<file path="config.mk">
export PLATFORM = sky130hd
export DESIGN_NAME = pgen_top
export DESIGN_NICKNAME = d
export VERILOG_FILES = /design/src/rtl/pgen_top.v
export VERILOG_INCLUDE_DIRS = /design/src /design/src/rtl
export SDC_FILE = /design/constraint.sdc
export NUM_CORES = 1
export LEC_CHECK = 0
export ABC_AREA = 1
export BUFFER_PORTS_ARGS = -buffer_cell sky130_fd_sc_hd__buf_4
export CAP_MARGIN = 20
export CORE_UTILIZATION = 50
export CTS_BUF_LIST = sky130_fd_sc_hd__clkbuf_4
export DETAILED_ROUTE_END_ITERATION = 12
export HOLD_SLACK_MARGIN = 0.02
export PLACE_DENSITY = 0.8
export REMOVE_ABC_BUFFERS = 1
export SYNTH_ARGS = -nofsm -noshare
export SYNTH_HDL_FRONTEND = slang
export SYNTH_SLANG_ARGS = --single-unit
export TNS_END_PERCENT = 1
</file>
<file path="constraint.sdc">
create_clock -name clk -period 3.35 [get_ports clk]
set_input_delay 0.67 -clock clk [delete_from_list [all_inputs] [get_ports clk]]
set_output_delay 0.67 -clock clk [all_outputs]
set_load 0.02 [all_outputs]
</file>
<file path="src/rtl/pgen_map.vh">
// Constants for the CSI-2 test pattern generator.
// Assumes inclusion by pgen_top.v only.
`ifndef PGEN_MAP_VH
`define PGEN_MAP_VH
`define PGEN_BAR0 8'haa
`define PGEN_BAR1 8'h33
`define PGEN_BAR2 8'hf0
`define PGEN_BAR3 8'h7f
`define PGEN_BAR4 8'h55
`define PGEN_BAR5 8'hcc
`define PGEN_BAR6 8'h0f
`define PGEN_BAR7 8'h80
`define PGEN_DT_FS 6'h00
`define PGEN_DT_FE 6'h01
`define PGEN_UNIT_NS 10
`define PGEN_UNIT_SLOW_NS 20
`define PGEN_CLK_NS 4
`define PATTERN_GEN_CONTROL_EN 0
`define PATTERN_GEN_CONTROL_FIXED 1
`define PATTERN_GEN_CONTROL_BARS_LSB 4
`endif

</file>
<file path="src/rtl/pgen_top.v">
// CSI-2 test pattern generator, one instance per transmit port.
// Assumes clk is the transmit clock; settings are static while enabled.
`include "pgen_map.vh"
`timescale 1ns/1ps
`default_nettype none
module pgen_top #(
  parameter LW = 16,
  parameter NBLK = 16
) (
  input wire clk,
  input wire reset_n,
  input wire pattern_gen_control_en,
  input wire fixed_mode,
  input wire [1:0] bar_count_sel,
  input wire slow_rate,
  input wire [LW-1:0] line_length_bytes,
  input wire [LW-1:0] bar_size_bytes,
  input wire [5:0] data_type,
  input wire [1:0] virtual_channel,
  input wire [LW-1:0] active_lines_per_frame,
  input wire [LW-1:0] total_lines_per_frame,
  input wire [LW-1:0] line_period_count,
  input wire [7:0] vertical_back_porch_lines,
  input wire [7:0] vertical_front_porch_lines,
  input wire [3:0] block_len_m1,
  input wire [8*NBLK-1:0] block_bytes,
  output reg pkt_short_r,
  output reg pkt_start_r,
  output reg [7:0] pkt_header_r,
  output reg [LW-1:0] pkt_word_count_r,
  output reg data_valid_r,
  output reg [7:0] data_byte_r,
  output reg data_last_r,
  output reg frame_active_r
);
  localparam [2:0] S_IDLE = 3'b001;
  localparam [2:0] S_LINE = 3'b010;
  localparam [2:0] S_WAIT = 3'b100;
  localparam integer CLK_NS_I = `PGEN_CLK_NS;
  localparam integer UNIT_NS_I = `PGEN_UNIT_NS;
  localparam integer SLOW_NS_I = `PGEN_UNIT_SLOW_NS;
  localparam [4:0] CLK_STEP = CLK_NS_I[4:0];
  localparam [4:0] UNIT_FAST = UNIT_NS_I[4:0];
  localparam [4:0] UNIT_SLOW = SLOW_NS_I[4:0];

  // Reference bar bytes in line order
  function [7:0] bar_byte;
    input [2:0] idx;
    begin
      case (idx)
        3'h0: bar_byte = `PGEN_BAR0;
        3'h1: bar_byte = `PGEN_BAR1;
        3'h2: bar_byte = `PGEN_BAR2;
        3'h3: bar_byte = `PGEN_BAR3;
        3'h4: bar_byte = `PGEN_BAR4;
        3'h5: bar_byte = `PGEN_BAR5;
        3'h6: bar_byte = `PGEN_BAR6;
        default: bar_byte = `PGEN_BAR7;
      endcase
    end
  endfunction

  // Per-port state only, nothing shared between instances
  reg [2:0] state_r;
  reg [LW-1:0] line_r;
  reg [LW-1:0] period_r;
  reg [4:0] acc_r;
  reg [LW-1:0] byte_r;
  reg [LW-1:0] bar_cnt_r;
  reg [2:0] bar_idx_r;
  reg [3:0] blk_r;
  reg sent_r;

  wire [2:0] last_bar = (3'h1 << bar_count_sel) - 3'h1;
  // Line plan: 0 start, back porch, active, front porch, end, padding
  wire [LW-1:0] vbp_end = {{(LW-8){1'b0}}, vertical_back_porch_lines} + 1'b1;
  wire [LW-1:0] act_end = vbp_end + active_lines_per_frame;
  wire [LW-1:0] fe_line = act_end + {{(LW-8){1'b0}}, vertical_front_porch_lines};
  wire line_is_active = line_r >= vbp_end && line_r < act_end;
  // Fixed block byte, inverted on odd bars
  wire [7:0] blk_byte = block_bytes[blk_r*8 +: 8];
  wire [7:0] fixed_byte = bar_idx_r[0] ? ~blk_byte : blk_byte;
  wire [7:0] hdr = {virtual_channel, data_type};
  // Remainder in ns, so a 10 ns unit averages 2.5 clocks with no drift
  wire [4:0] unit_ns = slow_rate ? UNIT_SLOW : UNIT_FAST;
  wire [5:0] acc_sum = {1'b0, acc_r} + {1'b0, CLK_STEP};
  wire [5:0] acc_left = acc_sum - {1'b0, unit_ns};
  wire tick = acc_sum >= {1'b0, unit_ns};
  // A line that outlasts its period misses the boundary; keep period long
  wire period_done = tick && period_r == 16'h0;
  wire line_done = byte_r == line_length_bytes - 1'b1;

  // Unit timebase: remainder carried in ns, line count reloads at each boundary
  always @(posedge clk or negedge reset_n) begin
    if (!reset_n) begin
      acc_r <= 5'h0;
      period_r <= 16'h0;
    end else if (state_r == S_IDLE) begin
      // Primed as if a boundary fell now, so line 0 is full length
      acc_r <= 5'h0;
      period_r <= line_period_count - 1'b1;
    end else begin
      acc_r <= tick ? acc_left[4:0] : acc_sum[4:0];
      if (tick)
        period_r <= period_done ? line_period_count - 1'b1 : period_r - 1'b1;
    end
  end

  always @(posedge clk or negedge reset_n) begin
    if (!reset_n) begin
      state_r <= S_IDLE;
      line_r <= 16'h0;
      byte_r <= 16'h0;
      bar_cnt_r <= 16'h0;
      bar_idx_r <= 3'h0;
      blk_r <= 4'h0;
      sent_r <= 1'b0;
      pkt_short_r <= 1'b0;
      pkt_start_r <= 1'b0;
      pkt_header_r <= 8'h0;
      pkt_word_count_r <= 16'h0;
      data_valid_r <= 1'b0;
      data_byte_r <= 8'h0;
      data_last_r <= 1'b0;
      frame_active_r <= 1'b0;
    end else begin
      // Strobes last one cycle; header and word count hold
      pkt_short_r <= 1'b0;
      pkt_start_r <= 1'b0;
      data_valid_r <= 1'b0;
      data_last_r <= 1'b0;
      case (state_r)
        // Idle emits nothing; the timebase waits primed for line 0
        S_IDLE: begin
          if (pattern_gen_control_en) begin
            state_r <= S_LINE;
            line_r <= 16'h0;
            sent_r <= 1'b0;
          end
        end
        S_LINE: begin
          // Line 0 carries frame start, line fe_line frame end
          if (line_r == 16'h0) begin
            pkt_short_r <= 1'b1;
            pkt_header_r <= {virtual_channel, `PGEN_DT_FS};
            pkt_word_count_r <= 16'h0;
            frame_active_r <= 1'b1;
            state_r <= S_WAIT;
          end else if (line_r == fe_line) begin
            pkt_short_r <= 1'b1;
            pkt_header_r <= {virtual_channel, `PGEN_DT_FE};
            pkt_word_count_r <= 16'h0;
            frame_active_r <= 1'b0;
            state_r <= S_WAIT;
          end else if (line_is_active) begin
            if (!sent_r) begin
              pkt_start_r <= 1'b1;
              pkt_header_r <= hdr;
              pkt_word_count_r <= line_length_bytes;
              sent_r <= 1'b1;
              byte_r <= 16'h0;
              bar_cnt_r <= 16'h0;
              bar_idx_r <= 3'h0;
              blk_r <= 4'h0;
            end else begin
              data_valid_r <= 1'b1;
              data_byte_r <= fixed_mode ? fixed_byte : bar_byte(bar_idx_r);
              data_last_r <= line_done;
              byte_r <= byte_r + 1'b1;
              blk_r <= blk_r == block_len_m1 ? 4'h0 : blk_r + 4'h1;
              // Last bar holds its value to line end
              if (bar_cnt_r == bar_size_bytes - 1'b1 && bar_idx_r != last_bar) begin
                bar_cnt_r <= 16'h0;
                bar_idx_r <= bar_idx_r + 3'h1;
              end else begin
                bar_cnt_r <= bar_cnt_r + 1'b1;
              end
              if (line_done)
                state_r <= S_WAIT;
            end
          end else begin
            state_r <= S_WAIT;
          end
        end
        S_WAIT: begin
          if (period_done) begin
            sent_r <= 1'b0;
            // Wrap at total count; padding lines emit nothing
            if (line_r >= total_lines_per_frame - 1'b1 || line_r == 16'hffff)
              line_r <= 16'h0;
            else
              line_r <= line_r + 1'b1;
            state_r <= pattern_gen_control_en ? S_LINE : S_IDLE;
            if (!pattern_gen_control_en)
              frame_active_r <= 1'b0;
          end
        end
        default: state_r <= S_IDLE;
      endcase
    end
  end
endmodule // pgen_top
`default_nettype wire
</file>
==> reports/qor.yml <==
status: "finished, violations left"
violations: "setup timing"
synthAdderAreaFrac_pct: 8.85
fp.dieH_um: 155
relSlewSlack_pct: 36.6
htree_levels: 4
final-setup-viol-count: 80
tightest_slew_ns: 0.946
skew_ns: 0.0228
min_period_ns: 4.24
synth_area_per_cell_um2: 6.62
routed_wl_um: 42200
wire_per_inst_um: 16.9
criticalPathCategory: "in2reg"
crit_required_ns: 3.83
areaGrowthSynthToFinish_pct: 41.3
grt_pass1_vias: 13300
antenna_found_initial: 0
arrival_ns: 4.72
viasPerCell: 5.65
synthesis.area_mm2: 0.0117
worstSetupStartpointType: "input port"
period_share_pct: 126
rsz0062_at_grt: "yes"
pin_count: 280
ant_nets: 0
worst_r2r_path_depth: 13
ys_ff_latch: 116
powerDensity_mw_per_mm2: 448
synth_top_family_by_area: "simple AND/OR/NAND/NOR gates"
synthMuxAreaShare_pct: 0
gp_congestion: 0.950
max_stage_delay_ns: 0.34
grt_max_degree: 77
clock-sinks: 116
critPathMaxFanout: 6
start_util_pct: 51.4
yosys.area_share.simple_pct: 33.5
vias: 14100
drt_iter0_drc: 1276
stdcell_area_mm2: 0.0165
cts_tree: "built"
drc: 0
root_buffer: "clkbuf_4"
postLayoutSetupSlackWorst_ns: -0.887
ys_async_sr_fraction_pct: 100
cts_buffers: 17
cts_buffer_depth: 2
core_mm2: 0.0228
max-cap-violations: 0
ys_warn_count: 0
timing.rr.end: "line_r[9]$_DFFE_PN0P_"
cts_hold_buffers: 0
drt_first_pass_iters: 6
grt_pass1_wl_um: 62500
endpoint_kind: "flip-flop"
synth_compound_area_share_pct: 14.0
regToRegSetupSlack_ns: 0.24
rows: 55
power_w: 0.00740
die-width_um: 155
track_usage_pct: 32.1
synth_edf_count: 0
synthCells: 1769
ir_worst_vdd_mv: 0.398
die_area_mm2: 0.0240
p_leak_nw: 8.25
place_hpwl_um: 28500
drive_gt1_share_pct: 30.3
ys.flop_type: "dfrtp_1"
place_area_mm2: 0.0149
r2r_start: "acc_r[2]$_DFF_PN0_"
clk_pin_slew_worst_paths_ns: 0.11
overflow: 0
finalMaxSlewViolations: 0
clock_latency_ns: 0.56
fin_nets: 2495
port_buffers: 279
hold_viol: 0
yosysSeqAreaShare_pct: 24.8
cpMaxStageDelayCell: "ha_4"
max_freq_mhz: 236
yosys.cell_types.count: 54
hold_path.class: "in2async"
synth_xor_area_share_pct: 10.1
setup_tns_ns: -64.20
fill_cells: 1735
## cell families (layout without fill, tap and decap cells)
family / Yosys count / after routing
and+or+nand+nor: 896 / 900
AOI/OAI and AO/OA: 289 / 289
buffers and inverters: 253 / 664
xor gates and xnor gates: 134 / 134
DFF: 116 / 116
adders and majority gates: 81 / 81
other: 0 / 1
## final cells by class
type / count / area, um^2 / share of cell area (%)
antenna: 1 / 2.50 / 0.0151
clock buffer: 18 / 135 / 0.817
clock inverter: 14 / 163 / 0.984
inverter: 195 / 734 / 4.44
multi-input combinational: 1404 / 8660 / 52.4
sequential: 116 / 2910 / 17.6
tap: 313 / 392 / 2.37
timing repair buffer: 437 / 3540 / 21.4
## metrics by stage
stage	setup WS, ns	util, %	instances	hold WS [ns]
floorplan	-1.51	-	1711	0.374
global placement	-1.57	65.2	2421	0.471
detailed placement	-1.79	65.2	2421	0.470
CTS	-0.592	70.2	2487	0.104
global route	-0.937	72.6	2497	0.107
finish	-0.887	72.6	2498	0.0927
## report_power, final
part | internal, W | leakage [nW] | switching, W
clock network | 0.000519 | 0.155 | 0.000579
logic | 0.00174 | 6.54 | 0.00247
registers | 0.00174 | 1.56 | 0.000356
total | 0.00400 | 8.25 | 0.00341
## per-layer routing
metal | share of wire (%) | global-route usage (%) | up-vias
met2 | 49 | 58.0 | 792
li1 | - | - | 6673
met1 | 37 | 36.2 | 6435
met3 | 8.2 | 6.38 | 211
met4 | 5.8 | 15.2 | 0
met5 | 0 | 0 | -
## critical path, delay by kind of cell
family	cells	cell delay [ns]
AND/OR/NAND/NOR	16	1.57
XOR/XNOR	2	0.35
AO/OA/AOI/OAI	2	0.36
buffers and inverters	9	1.01
adder cells (fa/ha/maj)	3	0.75
## cells in the mapped netlist (all sizes together), types with 36 or more instances
cell type	n	area share, %
a21oi	72	3.1
nand3	128	5.8
inv	194	6.2
nand2	469	15
ha	78	8.3
nor2	170	5.6
xnor2	36	2.7
xor2	97	7.3
clkbuf	44	1.4
dfrtp	115	25
o21ai	141	6.0
nand4	40	2.2
## cells in the final DEF, fill, tap and decap left out, types with 18 or more instances in the layout
cell type / instances
ha_1: 64
o21ai_1: 30
clkbuf_4: 18
nand2_2: 38
xnor2_1: 32
nand4_1: 39
inv_1: 177
xor2_1: 87
or2_2: 19
a21oi_1: 59
nand3_1: 102
buf_4: 408
nand3_2: 23
o21ai_0: 101
o22ai_1: 24
nor2_1: 156
dfrtp_1: 114
nand2_1: 421
nor3_1: 29
## timing repair
item,in CTS,in global routing
pin swaps,50,59
endpoints found under the setup margin,96,96
resized for setup,109,117
buffers inserted,29,8
cloned,5,4
## sequential cells by signal (all words and copies together), names as in the netlist
register	flops
bar_cnt_r	16
byte_r	16
line_r	16
period_r	16
pkt_word_count_r	16
data_byte_r	8
pkt_header_r	8
acc_r	4
blk_r	4
bar_idx_r	3
state_r	3
data_last_r	1
data_valid_r	1
frame_active_r	1
pkt_short_r	1
pkt_start_r	1
sent_r	1
## worst max path at each step
stage                                 startpoint  cells after the start                              end
floorplan           vertical_back_porch_lines[0]                     26      pkt_header_r[1]$_DFFE_PN0P_
global placement    vertical_back_porch_lines[0]                     29      pkt_header_r[2]$_DFFE_PN0P_
detailed placement  vertical_back_porch_lines[0]                     29  pkt_word_count_r[2]$_DFFE_PN0P_
CTS                 vertical_back_porch_lines[1]                     32            byte_r[3]$_DFFE_PN0P_
global route        vertical_back_porch_lines[1]                     30         bar_idx_r[0]$_DFFE_PN0P_
finish              vertical_back_porch_lines[1]                     32            byte_r[8]$_DFFE_PN0P_
(Power assumes the default switching activity.)
